[config.mk]
export PLATFORM = sky130hd
export DESIGN_NAME = qtsp_port
export DESIGN_NICKNAME = d
export VERILOG_FILES = /design/src/rtl/qtsp_pkg.sv /design/src/rtl/qtsp_stream_if.sv /design/src/rtl/qtsp_buf2.sv /design/src/rtl/qtsp_port.sv
export SDC_FILE = /design/constraint.sdc
export NUM_CORES = 1
export LEC_CHECK = 0
export ABC_AREA = 1
export BUFFER_PORTS_ARGS = -buffer_cell sky130_fd_sc_hd__buf_2
export CAP_MARGIN = 20
export CORE_AREA = 2 2 149 223
export DETAILED_ROUTE_END_ITERATION = 8
export DIE_AREA = 0 0 151 225
export MAX_ROUTING_LAYER = met4
export PLACE_DENSITY = 0.61
export SLEW_MARGIN = 20
export SYNTH_ARGS = -nofsm -noshare
export SYNTH_HDL_FRONTEND = slang
export SYNTH_HIERARCHICAL = 1
export SYNTH_SLANG_ARGS = --single-unit
export TNS_END_PERCENT = 5
[constraint.sdc]
create_clock -name clock_in -period 2.95 [get_ports clock_in]
set_input_delay 0.59 -clock clock_in [delete_from_list [all_inputs] [get_ports clock_in]]
set_output_delay 0.59 -clock clock_in [all_outputs]
set_load 0.05 [all_outputs]
[src/rtl/qtsp_pkg.sv]
// Shared constants, modes and helpers for the quad transcoder serial port
package qtsp_pkg;

    localparam logic [4:0]  SLOT_BITS_COMPANDED = 5'h08;
    localparam logic [4:0]  SLOT_BITS_LINEAR    = 5'h10;
    localparam logic [7:0]  DC_SLOT_BITS        = 8'h10;
    localparam logic [8:0]  DLY_COMPANDED       = 9'h040;
    localparam logic [8:0]  DLY_LINEAR          = 9'h080;
    localparam logic [9:0]  SERIAL_IDLE_MAX     = 10'h3FF;
    localparam logic        SAMPLE_PHASE        = 1'b1;
    localparam logic        LAUNCH_PHASE        = 1'b0;
    localparam int          LANES               = 3;
    localparam int          LANE_W              = 16;
    localparam int          RX_WORD_W           = 1 + LANES * LANE_W;

    typedef enum logic [1:0] {
        LINK_IDLE,
        LINK_TELECOM,
        LINK_SERIAL
    } qtsp_link_t;

    // Order follows the three mode pins read as a binary number
    typedef enum logic [2:0] {
        ENC_32K,
        ENC_24K,
        ENC_16K,
        BYP_ADPCM,
        BYP_ADPCM_16K,
        BYP_PCM,
        ALG_RESET,
        COMP_OUT_OFF
    } qtsp_mode_t;

    // Active lanes in a B slot: {compressed, pcm port 2, pcm port 1}
    function automatic logic [2:0] lane_enable(input qtsp_mode_t mode,
                                               input logic       sel,
                                               input logic       b1,
                                               input logic       b2);
        logic [2:0] en;
        en = 3'h7;
        if (mode == BYP_PCM)
        begin
            en = sel ? 3'h2 : 3'h1;
        end
        else if (mode == ENC_16K || mode == BYP_ADPCM_16K)
        begin
            en[2] = sel ? b2 : b1;
        end
        return en;
    endfunction

endpackage

[src/rtl/qtsp_stream_if.sv]
// Valid/ready word stream between the port logic and its buffer
`timescale 1ns/100ps
interface qtsp_stream_if #(parameter int W = 8);
    logic [W-1:0] data;
    logic         valid;
    logic         ready;
    modport src (output data, output valid, input ready);
    modport snk (input data, input valid, output ready);
endinterface

[src/rtl/qtsp_buf2.sv]
// Two-entry buffer so a receiver stalled for up to two words loses none
`timescale 1ns/100ps
module qtsp_buf2 #(
    parameter int W = 8
) (
    input  wire logic     clock_in,
    input  wire logic     rst_in,
    qtsp_stream_if.snk    fill_if,
    qtsp_stream_if.src    drain_if
);
    typedef struct packed {
        logic [1:0][W-1:0] mem;
        logic              wr;
        logic              rd;
        logic [1:0]        count;
    } qtsp_buf_state_t;

    qtsp_buf_state_t buf_reg;
    qtsp_buf_state_t buf_next;
    logic            push;
    logic            pop;

    assign fill_if.ready  = (buf_reg.count != 2'h2);
    assign drain_if.valid = (buf_reg.count != 2'h0);
    assign drain_if.data  = buf_reg.mem[buf_reg.rd];

    always_comb
    begin
        buf_next = buf_reg;
        push     = fill_if.valid && fill_if.ready;
        pop      = drain_if.valid && drain_if.ready;
        if (push)
        begin
            buf_next.mem[buf_reg.wr] = fill_if.data;
            buf_next.wr              = ~buf_reg.wr;
        end
        if (pop)
        begin
            buf_next.rd = ~buf_reg.rd;
        end
        case ({push, pop})
            2'b10:   buf_next.count = buf_reg.count + 2'h1;
            2'b01:   buf_next.count = buf_reg.count - 2'h1;
            default: buf_next.count = buf_reg.count;
        endcase
    end

    always_ff @(posedge clock_in)
    begin
        if (rst_in)
        begin
            buf_reg <= '0;
        end
        else
        begin
            buf_reg <= buf_next;
        end
    end
endmodule

[src/rtl/qtsp_port.sv]
// Serial PCM/compressed port logic of the quad voice transcoder
`timescale 1ns/100ps
module qtsp_port
    import qtsp_pkg::*;
(
    input  wire logic                 clock_in,
    input  wire logic                 rst_in,
    input  wire logic                 power_down_n_in,
    input  wire logic                 frame_pulse_in,
    input  wire logic                 serial_bit_clock_in,
    input  wire logic                 linear_in,
    input  wire logic                 port_select_in,
    input  wire logic                 enc_mode_bit0_in,
    input  wire logic                 enc_mode_bit1_in,
    input  wire logic                 enc_mode_bit2_in,
    input  wire logic                 b1_enable_in,
    input  wire logic                 b2_enable_or_delayed_frame_in,
    output logic                      b2_enable_or_delayed_frame_out,
    output logic                      b2_enable_or_delayed_frame_oe_out,
    input  wire logic                 pcm_in_port1_in,
    input  wire logic                 pcm_in_port2_in,
    input  wire logic                 compressed_in,
    output logic                      pcm_out_port1_out,
    output logic                      pcm_out_port1_oe_out,
    output logic                      pcm_out_port2_out,
    output logic                      pcm_out_port2_oe_out,
    output logic                      compressed_out,
    output logic                      compressed_oe_out,
    output logic                      half_rate_bit_clock_out,
    output logic                      half_rate_bit_clock_oe_out,
    output logic                      b1_strobe_out,
    output logic                      b1_strobe_oe_out,
    output logic                      b2_strobe_out,
    output logic                      b2_strobe_oe_out,
    input  wire logic [LANE_W-1:0]    tx_pcm1_in,
    input  wire logic [LANE_W-1:0]    tx_pcm2_in,
    input  wire logic [LANE_W-1:0]    tx_comp_in,
    output logic      [RX_WORD_W-1:0] rx_data_out,
    output logic                      rx_valid_out,
    input  wire logic                 rx_ready_in,
    output logic                      rx_overrun_out,
    output logic                      alg_reset_out,
    output logic                      link_telecom_out,
    output logic                      link_serial_out
);
    typedef struct packed {
        qtsp_link_t                 link;
        logic [9:0]                 idle;
        logic [8:0]                 cnt;
        logic                       fp_prev;
        logic                       bclk_prev;
        logic [4:0]                 pos;
        logic [LANES-1:0][LANE_W-1:0] rx;
        logic [LANES-1:0][LANE_W-1:0] tx;
        logic [LANES-1:0]           dout;
        logic [LANES-1:0]           oe;
        logic                       pv;
        logic [RX_WORD_W-1:0]       pw;
        logic                       overrun;
        logic                       alg_reset;
        logic                       bclk_o;
        logic                       s1;
        logic                       s2;
        logic                       s2_oe;
        logic                       dfr;
    } qtsp_state_t;

    qtsp_state_t               st_reg;
    qtsp_state_t               st_next;
    qtsp_mode_t                mode;
    logic                      telecom;
    logic                      in_b1;
    logic                      in_b2;
    logic                      in_dc;
    logic                      sample_ev;
    logic                      launch_ev;
    logic                      frame_start;
    logic                      word_done;
    logic [4:0]                pos;
    logic [7:0]                bitn;
    logic [7:0]                len8;
    logic [LANES-1:0]          act;
    logic [LANES-1:0]          din;
    logic [LANES-1:0][LANE_W-1:0] txw;

    qtsp_stream_if #(.W(RX_WORD_W)) fill_if ();
    qtsp_stream_if #(.W(RX_WORD_W)) drain_if ();

    assign mode        = qtsp_mode_t'({enc_mode_bit2_in, enc_mode_bit1_in, enc_mode_bit0_in});
    assign din         = {compressed_in, pcm_in_port2_in, pcm_in_port1_in};
    assign txw         = {tx_comp_in, tx_pcm2_in, tx_pcm1_in};
    assign len8        = {3'h0, linear_in ? SLOT_BITS_LINEAR : SLOT_BITS_COMPANDED};
    assign frame_start = st_reg.fp_prev && !frame_pulse_in;
    assign fill_if.data  = st_reg.pw;
    assign fill_if.valid = st_reg.pv;
    assign drain_if.ready = rx_ready_in;

    qtsp_buf2 #(.W(RX_WORD_W)) u_buf (
        .clock_in (clock_in),
        .rst_in   (rst_in || !power_down_n_in),
        .fill_if  (fill_if),
        .drain_if (drain_if)
    );

    always_comb
    begin
        st_next           = st_reg;
        st_next.fp_prev   = frame_pulse_in;
        st_next.bclk_prev = serial_bit_clock_in;
        if (frame_pulse_in)
        begin
            st_next.idle = '0;
            st_next.link = LINK_TELECOM;
        end
        else if (st_reg.idle != SERIAL_IDLE_MAX)
        begin
            st_next.idle = st_reg.idle + 10'h001;
        end
        else
        begin
            st_next.link = LINK_SERIAL;
        end
        telecom     = (st_next.link == LINK_TELECOM);
        st_next.cnt = frame_start ? 9'h000 : st_reg.cnt + 9'h001;
        bitn        = st_next.cnt[8:1];
        in_b1 = 1'b0;
        in_b2 = 1'b0;
        in_dc = 1'b0;
        pos   = st_reg.pos;
        sample_ev = 1'b0;
        launch_ev = 1'b0;
        if (telecom)
        begin
            in_b1 = bitn < len8;
            in_b2 = (bitn >= len8) && (bitn < {len8[6:0], 1'b0});
            in_dc = (bitn >= {len8[6:0], 1'b0}) && (bitn < {len8[6:0], 1'b0} + DC_SLOT_BITS);
            pos   = in_b1 ? bitn[4:0] : 5'(bitn - len8);
            sample_ev = (st_next.cnt[0] == SAMPLE_PHASE);
            launch_ev = (st_next.cnt[0] == LAUNCH_PHASE);
        end
        else if (st_next.link == LINK_SERIAL)
        begin
            in_b1 = b1_enable_in;
            in_b2 = b2_enable_or_delayed_frame_in;
            sample_ev = st_reg.bclk_prev && !serial_bit_clock_in;
            launch_ev = !st_reg.bclk_prev && serial_bit_clock_in;
        end
        if (!(in_b1 || in_b2))
        begin
            st_next.pos = 5'h00;
        end
        else if (sample_ev)
        begin
            st_next.pos = st_reg.pos + 5'h01;
        end
        // Mode pins are read live each bit, so rate changes need no restart
        act = (in_b1 || in_b2) ? lane_enable(mode, port_select_in, in_b1, in_b2) : 3'h0;
        for (int i = 0; i < LANES; i++)
        begin
            if (act[i] && sample_ev)
            begin
                st_next.rx[i] = {st_reg.rx[i][LANE_W-2:0], din[i]};
            end
            if (act[i] && launch_ev)
            begin
                st_next.dout[i] = (pos == 5'h00) ? txw[i][LANE_W-1] : st_reg.tx[i][LANE_W-1];
                st_next.tx[i]   = (pos == 5'h00) ? {txw[i][LANE_W-2:0], 1'b0}
                                                 : {st_reg.tx[i][LANE_W-2:0], 1'b0};
            end
        end
        st_next.oe    = act;
        st_next.oe[2] = act[2] && (mode != COMP_OUT_OFF);
        if (in_dc && !b1_enable_in)
        begin
            st_next.oe[1:0]   = 2'h3;
            st_next.dout[1:0] = din[1:0];
        end
        word_done = sample_ev && (in_b1 || in_b2) && ({3'h0, pos} == len8 - 8'h01);
        if (st_reg.pv && fill_if.ready)
        begin
            st_next.pv = 1'b0;
        end
        if (word_done)
        begin
            if (!st_next.pv)
            begin
                st_next.pv = 1'b1;
                st_next.pw = {in_b2, st_next.rx[2], st_next.rx[1], st_next.rx[0]};
            end
            else
            begin
                st_next.overrun = 1'b1;
            end
        end
        st_next.alg_reset = (mode == ALG_RESET);
        st_next.bclk_o = telecom && !st_next.cnt[0];
        st_next.s1     = telecom && (linear_in ? (bitn == 8'h00) : in_b1);
        st_next.s2     = telecom && in_b2;
        st_next.s2_oe  = telecom && !linear_in;
        st_next.dfr    = !(telecom && st_next.cnt[8:1] ==
                          (linear_in ? DLY_LINEAR[8:1] : DLY_COMPANDED[8:1]));
        if (!power_down_n_in)
        begin
            st_next = '0;
        end
    end

    always_ff @(posedge clock_in)
    begin
        if (rst_in)
        begin
            st_reg <= '0;
        end
        else
        begin
            st_reg <= st_next;
        end
    end

    assign link_telecom_out     = (st_reg.link == LINK_TELECOM);
    assign link_serial_out      = (st_reg.link == LINK_SERIAL);
    assign half_rate_bit_clock_out    = st_reg.bclk_o;
    assign half_rate_bit_clock_oe_out = link_telecom_out;
    assign b1_strobe_out        = st_reg.s1;
    assign b1_strobe_oe_out     = link_telecom_out;
    assign b2_strobe_out        = st_reg.s2;
    assign b2_strobe_oe_out     = st_reg.s2_oe;
    assign b2_enable_or_delayed_frame_out    = st_reg.dfr;
    assign b2_enable_or_delayed_frame_oe_out = link_telecom_out;
    assign pcm_out_port1_out    = st_reg.dout[0];
    assign pcm_out_port1_oe_out = st_reg.oe[0];
    assign pcm_out_port2_out    = st_reg.dout[1];
    assign pcm_out_port2_oe_out = st_reg.oe[1];
    assign compressed_out       = st_reg.dout[2];
    assign compressed_oe_out    = st_reg.oe[2];
    assign rx_data_out          = drain_if.data;
    assign rx_valid_out         = drain_if.valid;
    assign rx_overrun_out       = st_reg.overrun;
    assign alg_reset_out        = st_reg.alg_reset;
endmodule

# After elaboration in Yosys (flattened, before gate mapping)
# Index checks and enable logic that the tools add are counted.
# Widths: inputs -> output; s select.
word_totals:
  regBits: 289
  input_bits: 64
  wordCells: 159
op_classes:
  n_addsub: 8
  order_cmp: 8
  n_eq_ne: 15
  n_mux: 47
  n_bitwise: 6
  reduce_logical: 45
op_table:
  columns: ["op", "n"]
  rows:
  - ["$mux 49", 4]
  - ["$bwmux 98", 1]
  - ["$mux 16", 6]
  - ["$mux 51", 1]
  - ["$demux 49 s1", 1]
  - ["$logic_and 1x1->1", 23]
  - ["$mux 1", 20]
  - ["$mux 5", 3]
  - ["$mux 12", 1]
  - ["$add 10x1->10 const B", 1]
  - ["$mux 10", 1]
  - ["$mux 2", 5]
  - ["$ne 10x10->1 const B", 1]
  - ["$add 9x1->9 const B", 1]
  - ["$eq 3x3->1 const B", 3]
  - ["$mux 9", 1]
  - ["$eq 5x8->1", 1]
  - ["$eq 8x7->1", 1]
  - ["$ge 8x5->1", 1]
  - ["$ge 8x6->1", 1]
  - ["$logic_not 1->1", 8]
  - ["$logic_not 8->1", 1]
  - ["$lt 8x5->1", 1]
  - ["$lt 8x6->1", 1]
  - ["other kinds (24)", 41]

# Logic depth before layout (Yosys ltp)
depth:
  word_depth: 14
  mapped_depth: 22
  depth_no_buf: 21

# By module
# The synthesis kept the hierarchy.
modules_own_cells:
  columns: ["module", "n_inst", "cells_per_inst", "area_per_inst_um2", "seq_area_each_um2"]
  rows:
  - ["qtsp_port", 1, 1260, 8655.8, 3683.5]
  - ["qtsp_buf2", 1, 933, 5560.3, 2042.0]

# Least setup slack after synthesis
# OpenSTA, ideal clock, no wires.
synth_path:
  path_kind: "in2reg"
  start: "input frame_pulse_in"
  end: "register st_reg[100] in the netlist's numbering"
  setup_time_ps: 132
  arrival_time_ps: 2574
  path_slack_ps: 244
  cell_stages: 18
  cell_sequence: "inv_2 -> nand2_2 -> nand3_1 -> ha_1 -> inv_1 -> nand3b_2 -> inv_2 -> nor2_1 -> nand2_1 -> nand2_1 -> nand2_1 -> nand2_1 -> nand2_4 -> nand3_4 -> clkinv_2 -> buf_6 -> nand2_1 -> a21oi_1"
synth_between:
  elab_chain_len: 11
synth_lines:
  columns: ["element", "line", "source"]
  rows:
  - ["start, declared", "qtsp_port.sv:9", "input wire logic frame_pulse_in,"]
  - ["$logic_not 1->1", "qtsp_port.sv:93", "assign frame_start = st_reg.fp_prev && !frame_pulse_in;"]
  - ["$logic_and 1x1->1", "qtsp_port.sv:93", null]
  - ["$mux 9", "qtsp_port.sv:124", "st_next.cnt = frame_start ? 9'h000 : st_reg.cnt + 9'h001;"]
  - ["$ge 8x5->1 / $lt 8x6->1 (equally long branches)", "qtsp_port.sv:135", "in_b2 = (bitn >= len8) && (bitn < {len8[6:0], 1'b0});"]
  - ["$logic_and 1x1->1", "qtsp_port.sv:135", null]
  - ["$mux 1", "qtsp_port.sv:132", "if (telecom)"]
  - ["$mux 1", "qtsp_pkg.sv:47", "en[2] = sel ? b2 : b1;"]
  - ["$mux 1", "qtsp_pkg.sv:45", "else if (mode == ENC_16K || mode == BYP_ADPCM_16K)"]
  - ["$mux 1", "qtsp_pkg.sv:41", "if (mode == BYP_PCM)"]
  - ["$mux 3", "qtsp_port.sv:157", "act = (in_b1 || in_b2) ? lane_enable(mode, port_select_in, in_b1, in_b2) : 3'h0;"]
  - ["$logic_and 1x1->1", "qtsp_port.sv:164", "if (act[i] && launch_ev)"]
  - ["end signal, assigned", "qtsp_port.sv:216", "st_reg <= st_next;"]
  - ["end, declared", "qtsp_port.sv:68", "qtsp_state_t st_reg;"]
# Several ways; a longest one is shown, not always the timed one.
# A chain may end at the register's enable or synchronous reset.

# Worst setup path after layout
layout_path:
  start: "register st_reg[166] in the netlist's numbering"
  end: "register st_reg, in the netlist fill_if.data[10]"
layout_between:
  elab_chain_len: 9
layout_lines:
  columns: ["element", "line", "source"]
  rows:
  - ["$add 9x1->9 *", "qtsp_port.sv:124", null]
  - ["$mux 9 *", "qtsp_port.sv:124", null]
  - ["net bitn[5]", "qtsp_port.sv:80", "logic [7:0] bitn;"]
  - ["parallel branches: the longest is 7 deep, another holds $lt 8x5->1", null, null]
# Mark *: on every way through the listed nets, which the timed path passes.

==> out/qor.txt <==
Status = complete, no violations
Starting Density = 0.447
LEAKAGE = 0.00743 µW
Clock sink count = 286
DP Area = 15200 µm²
Post-Synthesis Cells = 2193
CTS Buf Count = 28
Final total power = 8230 µW
Finished Cell Area = 16300 µm²
Via Count = 12641
Register area share after synthesis = 0.403
Hold path start = enc_mode_bit0_in
Drt drc = 0
Port buffer count = 131
Clk_lat worst skew = 0.55 ns
CP startpoint kind = flop
Data required time of the worst path = 3.39 ns
Hold Path Class = input pin to flop
DIE AREA = 34000 µm²
Layout area overhead = 14.8%
First-pass GRT wire length = 55500 µm
Number of global-route vias before repair = 11881
HPWL after DPL = 21600 µm
Gr usage total = 0.199
Max-cap viol count = 0
Area share of the largest cell type after synthesis = 0.403
Met3 Wirelength = 1590 µm
Post-DR wirelength/cell = 11.9 µm
R2R Path Start = st_reg[166]$_SDFF_PP0_
Clock period minus worst slack = 2.71 ns
Hold path depth = 2
Vias per cell = 4.66
Most numerous cell in the Yosys netlist = nand2_1
Clock Path Buffers = 3
Synthesized area = 14200 µm²
R2R Setup Slk = 0.24 ns
Crit path arrival time = 3.15 ns
Max H-tree Level = 1
Final Wtd Congestion = 0.842
Post-synth ARST share = 0
Hold Vio Cnt, Final = 0
Synth top area cells = dfxtp_1 (40%), nand2_1 (16%), inv_1 (12%), nor2_1 (6.3%), nand4_1 (5.2%)
Largest register FFs = 121
# diodes = 0
Max Freq = 0.368 GHz
Final ANT Viol Nets = 0
Top layer in use = met4
VDD IR max = 0.478 mV
Synth warnings = 6
Crit path kind = flop to flop
Distinct cells, synth = 45
Setup Skew = 0.0119 ns
Post-Syn Nets = 2266
Synth top cells by count = nand2_1 (597), inv_1 (438), dfxtp_1 (286)
Post-Place Cells = 2658
RSZ-0062 raised after global routing = yes
DRT met1 WL = 14900 µm
DIE WIDTH = 151 µm
Syn Area/Cell = 6.48 µm²
Hold worst-path end = alg_reset_out$_SDFF_PP0_
Pwr dens = 504 nW/µm²
FP Rows = 80
Crit-path max FO = 45
Final cell utilization of the core = 0.513
Post-route insts no fill = 2711
Number of enable flip-flop cells after synthesis = 0
Post-synth top area cell = dfxtp_1
Initial antenna violation count = 0
Final setup vio count = 0
CTS Root Cell = clkbuf_16
Routed length on met2 = 15400 µm
Die H = 225 µm
CP Capture Type = flop
Final period utilization = 0.920
CTS tree = yes
Flops & latches, synth = 286
Main synth FF type = dfxtp_1
Worst setup path startpoint = st_reg[166]$_SDFF_PP0_
Largest net degree at the start of global routing = 101
Hold_ws = 0.247 ns
First-iteration detailed-routing DRC count = 524
R2R depth = 20
R2r endpoint = fill_if.data[10]$_SDFFE_PP0P_
Layout Nets = 2352
Least-Margin Pin Slew = 0.635 ns
Core area = 31800 µm²
IO Count = 132
Headroom to the max-slew limit = 0.576
Proportion of layout cells with a drive suffix above 1 = 0.133
DRT Pass-1 Iters = 5
Fill cell count = 3294
Worst-path clk slew = 0.06 ns
Final wirelength = 32300 µm
Total gr overflow = 0
Slew Limit Fails = 0
area by class of cell:
type | count | area (µm²) | area share
repair buffers | 178 | 1170 | 0.0717
clock buffers | 40 | 827 | 0.0507
clock inverters | 12 | 121 | 0.00743
inverters | 452 | 1710 | 0.105
multi-input cells | 1333 | 6250 | 0.383
well taps | 410 | 513 | 0.0314
flip-flops and latches | 286 | 5730 | 0.351
where the power goes:
group | switching [µW] | leakage [µW] | internal (µW) | total (µW)
clock network | 1510 | 0.000463 | 2130 | 3640
logic | 453 | 0.00466 | 231 | 684
registers | 13.6 | 0.00231 | 3900 | 3910
total | 1980 | 0.00743 | 6260 | 8230
cells in the final DEF, fill, tap and decap left out, drive strengths merged, types with 4 or more instances in the layout:
master,count
nand2,609
inv,450
dfxtp,286
nor2,249
buf,178
o21ai,151
nand4,119
a21oi,77
nand3,45
clkbuf,40
and2,32
nor3,10
ha,9
clkinv,8
or2,6
clkinvlp,4
xor2,4
nand3b,4
metrics by stage:
stage / TNS, ns / setup WS, ns
final: 0 / 0.236
after global routing: -0.227 / -0.0382
after CTS: 0 / 0.0665
after detailed placement: 0 / 0.0236
after global placement: 0 / 0.0987
after floorplan: 0 / 0.244
how the worst max path moves through the flow:
stage                               endpoint  slack, ns  cells after the start
2_1_floorplan       st_reg[100]$_SDFFE_PP0P_       0.24                     18
3_3_place_gp        st_reg[109]$_SDFFE_PP0P_        0.1                     17
3_5_place_dp         st_reg[99]$_SDFFE_PP0P_       0.02                     17
4_1_cts        fill_if.data[40]$_SDFFE_PP0P_       0.07                     20
5_1_grt        fill_if.data[20]$_SDFFE_PP0P_      -0.04                     20
6_report       fill_if.data[10]$_SDFFE_PP0P_       0.24                     20
logic make-up after synthesis:
logic type	share of synthesized area
simple gates	0.332
fa+ha+maj	0.00792
compound gates	0.0897
xor+xnor	0.00370
buf+inv	0.164
flops	0.403
worst max-delay path, cell delays in order, from the launching register on:
cell	delay [ns]
dfxtp_2	0.34
ha_2	0.21
nand2_1	0.11
clkinv_1	0.10
nand2_2	0.09
nand2_1	0.05
nor2_1	0.13
ha_1	0.26
inv_1	0.08
nor2_1	0.04
nor2_1	0.09
nand2_1	0.09
nor2_2	0.10
nand2_2	0.10
nand3_4	0.12
inv_2	0.06
nor2_4	0.09
nand3_4	0.10
buf_12	0.19
nor2_1	0.16
nor2_1	0.05
what timing repair did:
item	in CTS	in global routing
gates resized for setup	0	29
endpoints found under the setup margin	0	146
hold buffers	0	0
setup buffers	0	1
metal layers:
metal,GRT usage,vias to the layer above
met1,0.253,5569
met5,-,-
met2,0.336,227
met3,0.0300,28
met4,0.0419,0
li1,-,6817
No activity file was read; power rests on OpenSTA's default activity.
